<file path="src/svag_defines.vh">
/*
 * constants for the speech volume and gain control block: register
 * offsets, field positions, reset values and timing counts.
 * assumes inclusion by bare name from the design file only.
 */
`ifndef SVAG_DEFINES_VH
`define SVAG_DEFINES_VH

// ------------------------------------------------------------
// register byte offsets
// ------------------------------------------------------------
`define SVAG_OFF_CTRL 8'h00
`define SVAG_OFF_PLAY_VOL 8'h04
`define SVAG_OFF_REC_VOL 8'h08
`define SVAG_OFF_MIN_GAIN 8'h0C
`define SVAG_OFF_MAX_GAIN 8'h10
`define SVAG_OFF_START_GAIN 8'h14
`define SVAG_OFF_HOLD_TIME 8'h18
`define SVAG_OFF_ATTACK_TC 8'h1C
`define SVAG_OFF_DECAY_TC 8'h20
`define SVAG_OFF_THRESHOLD 8'h24
`define SVAG_OFF_STATUS 8'h28
`define SVAG_OFF_GAIN 8'h2C

// ------------------------------------------------------------
// control fields
// ------------------------------------------------------------
`define SVAG_CTRL_AGC_EN 0
`define SVAG_CTRL_SPKR 1
`define SVAG_CTRL_ALAW 2
`define SVAG_CTRL_COMP 3
`define SVAG_CTRL_MASK 32'h0000000F

// ------------------------------------------------------------
// reset values
// ------------------------------------------------------------
`define SVAG_RST_VOL 16'h0100
`define SVAG_RST_MIN_GAIN 16'h0020
`define SVAG_RST_MAX_GAIN 16'h1000
`define SVAG_RST_START_GAIN 16'h0800
`define SVAG_RST_HOLD_TIME 16'h1F40
`define SVAG_RST_ATTACK_TC 16'h0005
`define SVAG_RST_DECAY_TC 16'h000D
`define SVAG_RST_THRESHOLD 16'h2000

// ------------------------------------------------------------
// timing
// ------------------------------------------------------------
`define SVAG_CLK_MHZ 250
`define SVAG_HOLD_STEP_US 250
`define SVAG_HOLD_STEP_CYC (`SVAG_HOLD_STEP_US * `SVAG_CLK_MHZ)
`define SVAG_FAR_SLOW_SHIFT 4'h2

`endif

</file>
<file path="src/svag_core.v">
/*
 * speech sample path gain block: record/playback volume, companded
 * sample alignment and record-path automatic gain control, with an
 * ahb-lite register slave.
 * assumes one clock hclk, single-word ahb transfers, samples arriving
 * as one-cycle strobes from logic on the same clock.
 */
`timescale 1ns/10ps
`include "svag_defines.vh"

module svag_core #(
   parameter HOLD_STEP_CYC = `SVAG_HOLD_STEP_CYC
) (
   input wire hclk,
   input wire hresetn,
   input wire clk_en,
   input wire hsel,
   input wire [31:0] haddr,
   input wire [1:0] htrans,
   input wire hwrite,
   input wire [2:0] hsize,
   input wire [31:0] hwdata,
   input wire hready,
   output wire [31:0] hrdata,
   output wire hreadyout,
   output wire hresp,
   input wire rec_valid,
   input wire [15:0] rec_sample,
   output reg rec_out_valid,
   output reg [15:0] rec_out_sample,
   input wire play_valid,
   input wire [15:0] play_sample,
   output reg play_out_valid,
   output reg [15:0] play_out_sample,
   input wire far_end_talk
);

   // ------------------------------------------------------------
   // states, one-hot
   // ------------------------------------------------------------
   localparam ST_OFF = 4'b0001;
   localparam ST_ATTACK = 4'b0010;
   localparam ST_HOLD = 4'b0100;
   localparam ST_DECAY = 4'b1000;

   // threshold reset value cut to the 15 bits that are stored
   localparam [15:0] THRESH_RST = `SVAG_RST_THRESHOLD;

   // ------------------------------------------------------------
   // helpers
   // ------------------------------------------------------------
   // q8 multiply, low 16 bits of the shifted product kept
   function [15:0] q8_scale;
      input [15:0] smp;
      input [15:0] vol;
      reg [32:0] prod;
      begin
         prod = $signed({smp[15], smp}) * $signed({1'b0, vol});
         q8_scale = prod[23:8];
      end
   endfunction

   // align a sample to its codec width, zeroing low bits
   function [15:0] align;
      input [15:0] smp;
      input comp;
      input alaw;
      begin
         if (!comp) begin
            align = smp;
         end else if (alaw) begin
            align = {smp[15:3], 3'b000};
         end else begin
            align = {smp[15:2], 2'b00};
         end
      end
   endfunction

   // ------------------------------------------------------------
   // registers
   // ------------------------------------------------------------
   reg [3:0] ctrl_reg;
   reg [15:0] play_vol_reg;
   reg [15:0] rec_vol_reg;
   reg [15:0] min_gain_reg;
   reg [15:0] max_gain_reg;
   reg [15:0] start_gain_reg;
   reg [15:0] hold_time_reg;
   reg [15:0] attack_tc_reg;
   reg [15:0] decay_tc_reg;
   reg [14:0] thresh_reg;
   reg [3:0] state_reg;
   reg [3:0] state_next;
   reg [15:0] gain_reg;
   reg [15:0] gain_next;
   reg [15:0] hold_cnt_reg;
   reg [15:0] hold_cnt_next;
   reg [17:0] step_cnt_reg;
   reg [15:0] rate_cnt_reg;
   reg [15:0] rate_cnt_next;
   reg [31:0] rdata_reg;
   reg wr_pend_reg;
   reg [7:0] wr_addr_reg;
   reg far_sync1_reg;
   reg far_sync2_reg;

   wire agc_on = ctrl_reg[`SVAG_CTRL_AGC_EN];
   wire spkr = ctrl_reg[`SVAG_CTRL_SPKR];
   wire alaw = ctrl_reg[`SVAG_CTRL_ALAW];
   wire comp = ctrl_reg[`SVAG_CTRL_COMP];

   // ------------------------------------------------------------
   // ahb-lite slave
   // ------------------------------------------------------------
   // zero wait states, always okay; writes land in the data phase
   // the bus is not held off while clk_en is low: do not access then
   assign hreadyout = 1'b1;
   assign hresp = 1'b0;
   assign hrdata = rdata_reg;

   wire take = hsel & hready & htrans[1];

   // read mux for the addressed word, unmapped reads zero
   reg [31:0] rd_mux;
   always @* begin
      rd_mux = 32'h00000000;
      case (haddr[7:0])
         `SVAG_OFF_CTRL: rd_mux = {28'h0000000, ctrl_reg};
         `SVAG_OFF_PLAY_VOL: rd_mux = {16'h0000, play_vol_reg};
         `SVAG_OFF_REC_VOL: rd_mux = {16'h0000, rec_vol_reg};
         `SVAG_OFF_MIN_GAIN: rd_mux = {16'h0000, min_gain_reg};
         `SVAG_OFF_MAX_GAIN: rd_mux = {16'h0000, max_gain_reg};
         `SVAG_OFF_START_GAIN: rd_mux = {16'h0000, start_gain_reg};
         `SVAG_OFF_HOLD_TIME: rd_mux = {16'h0000, hold_time_reg};
         `SVAG_OFF_ATTACK_TC: rd_mux = {16'h0000, attack_tc_reg};
         `SVAG_OFF_DECAY_TC: rd_mux = {16'h0000, decay_tc_reg};
         `SVAG_OFF_THRESHOLD: rd_mux = {17'h00000, thresh_reg};
         `SVAG_OFF_STATUS: rd_mux = {12'h000, hold_cnt_reg, state_reg};
         `SVAG_OFF_GAIN: rd_mux = {16'h0000, gain_reg};
         default: rd_mux = 32'h00000000;
      endcase
   end

   // address capture and register writes; record volume always
   // stored, even while the agc overrides it
   always @(posedge hclk or negedge hresetn) begin
      if (!hresetn) begin
         wr_pend_reg <= 1'b0;
         wr_addr_reg <= 8'h00;
         rdata_reg <= 32'h00000000;
         ctrl_reg <= 4'h0;
         play_vol_reg <= `SVAG_RST_VOL;
         rec_vol_reg <= `SVAG_RST_VOL;
         min_gain_reg <= `SVAG_RST_MIN_GAIN;
         max_gain_reg <= `SVAG_RST_MAX_GAIN;
         start_gain_reg <= `SVAG_RST_START_GAIN;
         hold_time_reg <= `SVAG_RST_HOLD_TIME;
         attack_tc_reg <= `SVAG_RST_ATTACK_TC;
         decay_tc_reg <= `SVAG_RST_DECAY_TC;
         thresh_reg <= THRESH_RST[14:0];
      end else if (clk_en) begin
         if (hready) begin
            wr_pend_reg <= take & hwrite;
            wr_addr_reg <= haddr[7:0];
            if (take & !hwrite) begin
               rdata_reg <= rd_mux;
            end
         end
         if (wr_pend_reg) begin
            case (wr_addr_reg)
               `SVAG_OFF_CTRL: ctrl_reg <= hwdata[3:0];
               `SVAG_OFF_PLAY_VOL: play_vol_reg <= hwdata[15:0];
               `SVAG_OFF_REC_VOL: rec_vol_reg <= hwdata[15:0];
               `SVAG_OFF_MIN_GAIN: min_gain_reg <= hwdata[15:0];
               `SVAG_OFF_MAX_GAIN: max_gain_reg <= hwdata[15:0];
               `SVAG_OFF_START_GAIN: start_gain_reg <= hwdata[15:0];
               `SVAG_OFF_HOLD_TIME: hold_time_reg <= hwdata[15:0];
               `SVAG_OFF_ATTACK_TC: attack_tc_reg <= hwdata[15:0];
               `SVAG_OFF_DECAY_TC: decay_tc_reg <= hwdata[15:0];
               `SVAG_OFF_THRESHOLD: thresh_reg <= hwdata[14:0];
               default: ;
            endcase
         end
      end
   end

   // ------------------------------------------------------------
   // far-end flag synchroniser
   // ------------------------------------------------------------
   // comes from the echo canceller, treated as foreign timing
   always @(posedge hclk or negedge hresetn) begin
      if (!hresetn) begin
         far_sync1_reg <= 1'b0;
         far_sync2_reg <= 1'b0;
      end else if (clk_en) begin
         far_sync1_reg <= far_end_talk;
         far_sync2_reg <= far_sync1_reg;
      end
   end

   // ------------------------------------------------------------
   // record path datapath
   // ------------------------------------------------------------
   wire [15:0] rec_in = align(rec_sample, comp, alaw);
   wire [15:0] agc_out = q8_scale(rec_in, gain_reg);
   wire [15:0] agc_mag = agc_out[15] ? (~agc_out + 16'h0001) : agc_out;
   wire over = agc_mag > {1'b0, thresh_reg};

   // 250 us tick for the hold counter
   wire hold_tick = (step_cnt_reg == HOLD_STEP_CYC - 1);
   always @(posedge hclk or negedge hresetn) begin
      if (!hresetn) begin
         step_cnt_reg <= 18'h00000;
      end else if (clk_en) begin
         if (state_reg != ST_HOLD || hold_tick) begin
            step_cnt_reg <= 18'h00000;
         end else begin
            step_cnt_reg <= step_cnt_reg + 18'h00001;
         end
      end
   end

   // gain step sizes; far-end talk shrinks the rise step
   wire [15:0] dn_step = (gain_reg >> 4) + 16'h0001;
   wire [15:0] up_base = (gain_reg >> 6) + 16'h0001;
   wire [15:0] up_step = far_sync2_reg ?
                         (up_base >> `SVAG_FAR_SLOW_SHIFT) : up_base;
   wire [16:0] up_sum = {1'b0, gain_reg} + {1'b0, up_step};
   // floor test one bit wider, so a high minimum cannot wrap
   wire [16:0] dn_floor = {1'b0, min_gain_reg} + {1'b0, dn_step};

   // ------------------------------------------------------------
   // agc phase machine
   // ------------------------------------------------------------
   // one gain step every time-constant + 1 samples in that phase
   always @* begin
      state_next = state_reg;
      gain_next = gain_reg;
      hold_cnt_next = hold_cnt_reg;
      rate_cnt_next = rate_cnt_reg;
      case (state_reg)
         ST_OFF: begin
            if (agc_on) begin
               state_next = ST_DECAY;
               gain_next = start_gain_reg;
               rate_cnt_next = 16'h0000;
            end
         end
         ST_ATTACK: begin
            if (rec_valid) begin
               if (!over) begin
                  state_next = ST_HOLD;
                  hold_cnt_next = hold_time_reg;
               end else if (rate_cnt_reg >= attack_tc_reg) begin
                  rate_cnt_next = 16'h0000;
                  if ({1'b0, gain_reg} < dn_floor) begin
                     gain_next = min_gain_reg;
                  end else begin
                     gain_next = gain_reg - dn_step;
                  end
               end else begin
                  rate_cnt_next = rate_cnt_reg + 16'h0001;
               end
            end
         end
         ST_HOLD: begin
            if (rec_valid && over) begin
               state_next = ST_ATTACK;
               rate_cnt_next = 16'h0000;
            end else if (hold_cnt_reg == 16'h0000) begin
               state_next = ST_DECAY;
               rate_cnt_next = 16'h0000;
            end else if (hold_tick) begin
               hold_cnt_next = hold_cnt_reg - 16'h0001;
            end
         end
         ST_DECAY: begin
            if (rec_valid) begin
               if (over) begin
                  state_next = ST_ATTACK;
                  rate_cnt_next = 16'h0000;
               end else if (rate_cnt_reg >= decay_tc_reg) begin
                  rate_cnt_next = 16'h0000;
                  if (up_sum > {1'b0, max_gain_reg}) begin
                     gain_next = max_gain_reg;
                  end else begin
                     gain_next = up_sum[15:0];
                  end
               end else begin
                  rate_cnt_next = rate_cnt_reg + 16'h0001;
               end
            end
         end
         default: state_next = ST_OFF;
      endcase
      if (!agc_on) begin
         state_next = ST_OFF;
      end
   end

   always @(posedge hclk or negedge hresetn) begin
      if (!hresetn) begin
         state_reg <= ST_OFF;
         gain_reg <= 16'h0000;
         hold_cnt_reg <= 16'h0000;
         rate_cnt_reg <= 16'h0000;
      end else if (clk_en) begin
         state_reg <= state_next;
         gain_reg <= gain_next;
         hold_cnt_reg <= hold_cnt_next;
         rate_cnt_reg <= rate_cnt_next;
      end
   end

   // ------------------------------------------------------------
   // sample outputs
   // ------------------------------------------------------------
   // one cycle latency; agc replaces the record volume while on
   always @(posedge hclk or negedge hresetn) begin
      if (!hresetn) begin
         rec_out_valid <= 1'b0;
         rec_out_sample <= 16'h0000;
         play_out_valid <= 1'b0;
         play_out_sample <= 16'h0000;
      end else if (clk_en) begin
         rec_out_valid <= rec_valid;
         play_out_valid <= play_valid;
         if (rec_valid) begin
            if (spkr) begin
               rec_out_sample <= rec_in;
            end else if (state_reg != ST_OFF) begin
               rec_out_sample <= agc_out;
            end else begin
               rec_out_sample <= q8_scale(rec_in, rec_vol_reg);
            end
         end
         if (play_valid) begin
            if (spkr) begin
               play_out_sample <= align(play_sample, comp, alaw);
            end else begin
               play_out_sample <= align(q8_scale(play_sample,
                                  play_vol_reg), comp, alaw);
            end
         end
      end
   end

endmodule

</file>
<file path="config.mk">
export PLATFORM = sky130hd
export DESIGN_NAME = svag_core
export DESIGN_NICKNAME = d
export VERILOG_FILES = /design/src/svag_core.v
export VERILOG_INCLUDE_DIRS = /design/src
export SDC_FILE = /design/constraint.sdc
export NUM_CORES = 2
export LEC_CHECK = 0
export BUFFER_PORTS_ARGS = -buffer_cell sky130_fd_sc_hd__buf_2
export CAP_MARGIN = 20
export CELL_PAD_IN_SITES_DETAIL_PLACEMENT = 1
export CELL_PAD_IN_SITES_GLOBAL_PLACEMENT = 1
export CORE_UTILIZATION = 45
export DETAILED_ROUTE_END_ITERATION = 8
export PLACE_DENSITY_LB_ADDON = 0.1
export RECOVER_POWER = 25
export SYNTH_ARGS = -nofsm -noshare
export SYNTH_HDL_FRONTEND = slang
export SYNTH_SLANG_ARGS = --single-unit
</file>
<file path="constraint.sdc">
create_clock -name hclk -period 21.9 [get_ports hclk]
set_input_delay 2.19 -clock hclk [delete_from_list [all_inputs] [get_ports hclk]]
set_output_delay 2.19 -clock hclk [all_outputs]
set_load 0.05 [all_outputs]
</file>
==> impl_metrics.toml <==
[worst_setup_path]
cp.required_ns = 22.38
r2r-end = "rate_cnt_reg[5]$_DFFE_PN0P_"
crit_top_cell = "fa_1"
reg2reg_slack_ns = 10.51
worstPathMaxFanout = 17
reg2reg_depth = 36
max_stage_delay_ns = 0.90
critical-path-slowest-cell = "o31ai_1"
reg2reg_from = "ctrl_reg[3]$_DFFE_PN0P_"
crit_arrival_ns = 12.94
end_kind = "register"
crit_type = "input port to register"
start_kind = "input port"

[synthesis]
yosys_warnings = 0
yosysUniqueCellTypes = 94
syn_area_um2 = 39300
yosysSeqAreaShare_pct = 18.0
async_flop_share_pct = 100
yosys_most_used_dff = "dfrtp_1"
synthCells = 4419
synth_seq_cells = 282
synth_edf_count = 0
avgSynthCellArea_um2 = 8.90

[status]
violations = "max-capacitance violations, max-slew violations"
status = "complete, but fails checks"

[detailed_routing]
drcViolationCount = 0
drt-wirelength-per-cell_um = 23.5
num_vias = 31576
wirelength_mm = 132
viasPerCell = 5.63
firstDrtPassIters = 5
ant_nets = 0
drtIter0Drc = 1743

[floorplanning]
row_count = 108
die_y_um = 298
core-area_um2 = 86600
dieArea_um2 = 88600
start_util_pct = 45.4
io_pins = 178
die_x_um = 298

[timing]
post-route-period-util_pct = 56.9
slew_headroom_pct = -280
whs_ns = 0.471
final-hold-violation-count = 0
rsz0062_at_grt = "false"
tightest_slew_ns = 5.69
setup_viol = 0
final.setup.worst_slack_ns = 9.44
min_period_ns = 12.46
fin_setup_tns_ns = 0
fmax_mhz = 80.3
fin_worst_skew_ns = 0.0264
maxSlewViolCount = 276

[grt]
use_met3_pct = 3.25
antenna_found_initial = 7
grtUsageTotal_pct = 30.3
use_met1_pct = 41.6
grt-ovfl-total = 0
grt_pass1_vias = 34114
grt_first_pass_wirelength_mm = 206
grt_max_degree = 99
grtUsageMet2_pct = 50.4
grt-busiest-layer = "met2"

[worst_hold_path]
hold_end = "rec_out_sample[8]$_DFFE_PN0P_"
min_from = "rec_out_sample[8]$_DFFE_PN0P_"
holdCritPathClass = "register to register"
min_path_cells = 2

[job]
drv_cap = 5

[clocking]
cts_setup_buffers = 0
cts_buffers = 36
cts_sinks = 282
cts_buffer_depth = 3
post_cts_resize_count = 0
clk_pin_slew_ns = 0.06
htreeDepth = 2
cts_hold_buf = 0
clkLatencyLatePin_ns = 0.59
cts_tree = "yes"
clockRootBuffer = "clkbuf_16"

[power]
peakVddDrop_uv = 59.1
p_leak_nw = 20.6
power_density_nw_per_um2 = 48.8

[placement]
place.gp.congestion = 0.861
dp_hpwl_mm = 100
port_buffers = 119
place_ws_ns = 8.92
place_area_um2 = 41000

[finish]
fill_cells = 10134
areaGrowthSynthToFinish_pct = 7.43
layout_common_cells = "762 x inv_1, 553 x nand2_1, 507 x fa_1, 352 x ha_1, 266 x and2_1"
design_area_um2 = 42300
drive_gt1_share_pct = 9.83
finalNetCount = 5395
largest_reg_flops = 20
final_common_cell = "inv_1"
-- routing by layer --
metal | share of wire, % | wire (µm)
met2 | 48 | 62600
met1 | 44 | 58300
met4 | 3.3 | 4300
met3 | 5.0 | 6540
met5 | 0 | 0
-- worst max-delay path, delay by kind of cell --
family,cells,cell delay (ns)
buffers and inverters,7,1.16
AOI/OAI and AO/OA,11,2.65
adders and majority gates,8,3.74
and+or+nand+nor,11,3.15
-- logic make-up (layout without fill, tap and decap cells) --
logic type / after synthesis / in the layout / synth area share (%)
AOI/OAI and AO/OA: 639 / 639 / 10.8
xor gates and xnor gates: 166 / 166 / 3.70
adders and majority gates: 859 / 859 / 37.0
buffers and inverters: 1000 / 1023 / 9.72
DFF: 282 / 282 / 18.0
muxes: 165 / 165 / 4.65
other: 2 / 16 / 0.0191
and+or+nand+nor: 1306 / 1306 / 16.2
-- how the worst max path moves through the flow --
stage / startpoint / to / cells after the start / slack, ns
after floorplan: rec_sample[1] / hold_cnt_reg[9]$_DFFE_PN0P_ / 38 / 11.02
after global placement: rec_sample[1] / rate_cnt_reg[5]$_DFFE_PN0P_ / 37 / 9.11
after detailed placement: rec_sample[1] / rate_cnt_reg[5]$_DFFE_PN0P_ / 37 / 8.92
after CTS: rec_sample[1] / rate_cnt_reg[5]$_DFFE_PN0P_ / 37 / 9.52
after global routing: rec_sample[1] / rate_cnt_reg[5]$_DFFE_PN0P_ / 37 / 8.86
final: rec_sample[1] / rate_cnt_reg[5]$_DFFE_PN0P_ / 37 / 9.44
-- report_power, final --
group          switching [mW]  total [mW]  internal, mW
combinational           0.558       0.890         0.332
sequential             0.0242       0.566         0.541
clock                   0.266       0.607         0.341
-- cell usage after synthesis, types with 14 or more instances --
cell / instances / area share [%]
a211oi_1: 14 / 0.27
clkbuf_1: 212 / 2.0
nand4_1: 20 / 0.32
and2_1: 267 / 4.2
fa_1: 507 / 26
a22oi_1: 38 / 0.73
o21a_1: 15 / 0.29
a21o_1: 43 / 0.82
or3_1: 18 / 0.29
o211ai_1: 20 / 0.38
inv_1: 762 / 7.3
o31ai_1: 14 / 0.27
o21ai_1: 14 / 0.18
xor2_1: 46 / 1.0
nor3_1: 49 / 0.62
a21oi_1: 128 / 1.6
buf_4: 14 / 0.27
o21ai_0: 176 / 2.2
a221oi_1: 39 / 0.87
nor2_1: 171 / 1.6
nand3_1: 50 / 0.64
mux2i_1: 24 / 0.61
dfstp_2: 18 / 1.2
mux2_2: 141 / 4.0
a31oi_1: 18 / 0.29
nand2b_1: 43 / 0.68
a22o_1: 38 / 0.85
nor2b_1: 27 / 0.43
xnor2_1: 120 / 2.7
ha_1: 352 / 11
dfrtp_1: 264 / 17
nand2_1: 553 / 5.3
and3_1: 45 / 0.72
-- final cells by class --
class / count / area [µm²] / area share, %
Inverter: 762 / 2860 / 6.77
Antenna cell: 2 / 5.00 / 0.0118
Tap cell: 1155 / 1450 / 3.42
Clock inverter: 10 / 121 / 0.287
Clock buffer: 56 / 1070 / 2.52
Multi-Input combinational cell: 3149 / 28500 / 67.5
Sequential cell: 282 / 7080 / 16.8
Timing Repair Buffer: 195 / 1170 / 2.77
-- metrics by stage --
| step | power [mW] | cells | util [%] |
|---|---|---|---|
| after floorplan | 1.18 | 4431 | - |
| after global placement | 1.44 | 5539 | 47.4 |
| after detailed placement | 1.46 | 5539 | 47.4 |
| after CTS | 2.07 | 5605 | 48.8 |
| after global routing | 2.19 | 5610 | 48.8 |
| final | 2.06 | 5611 | 48.8 |
Power figures use the tool's default switching activity.
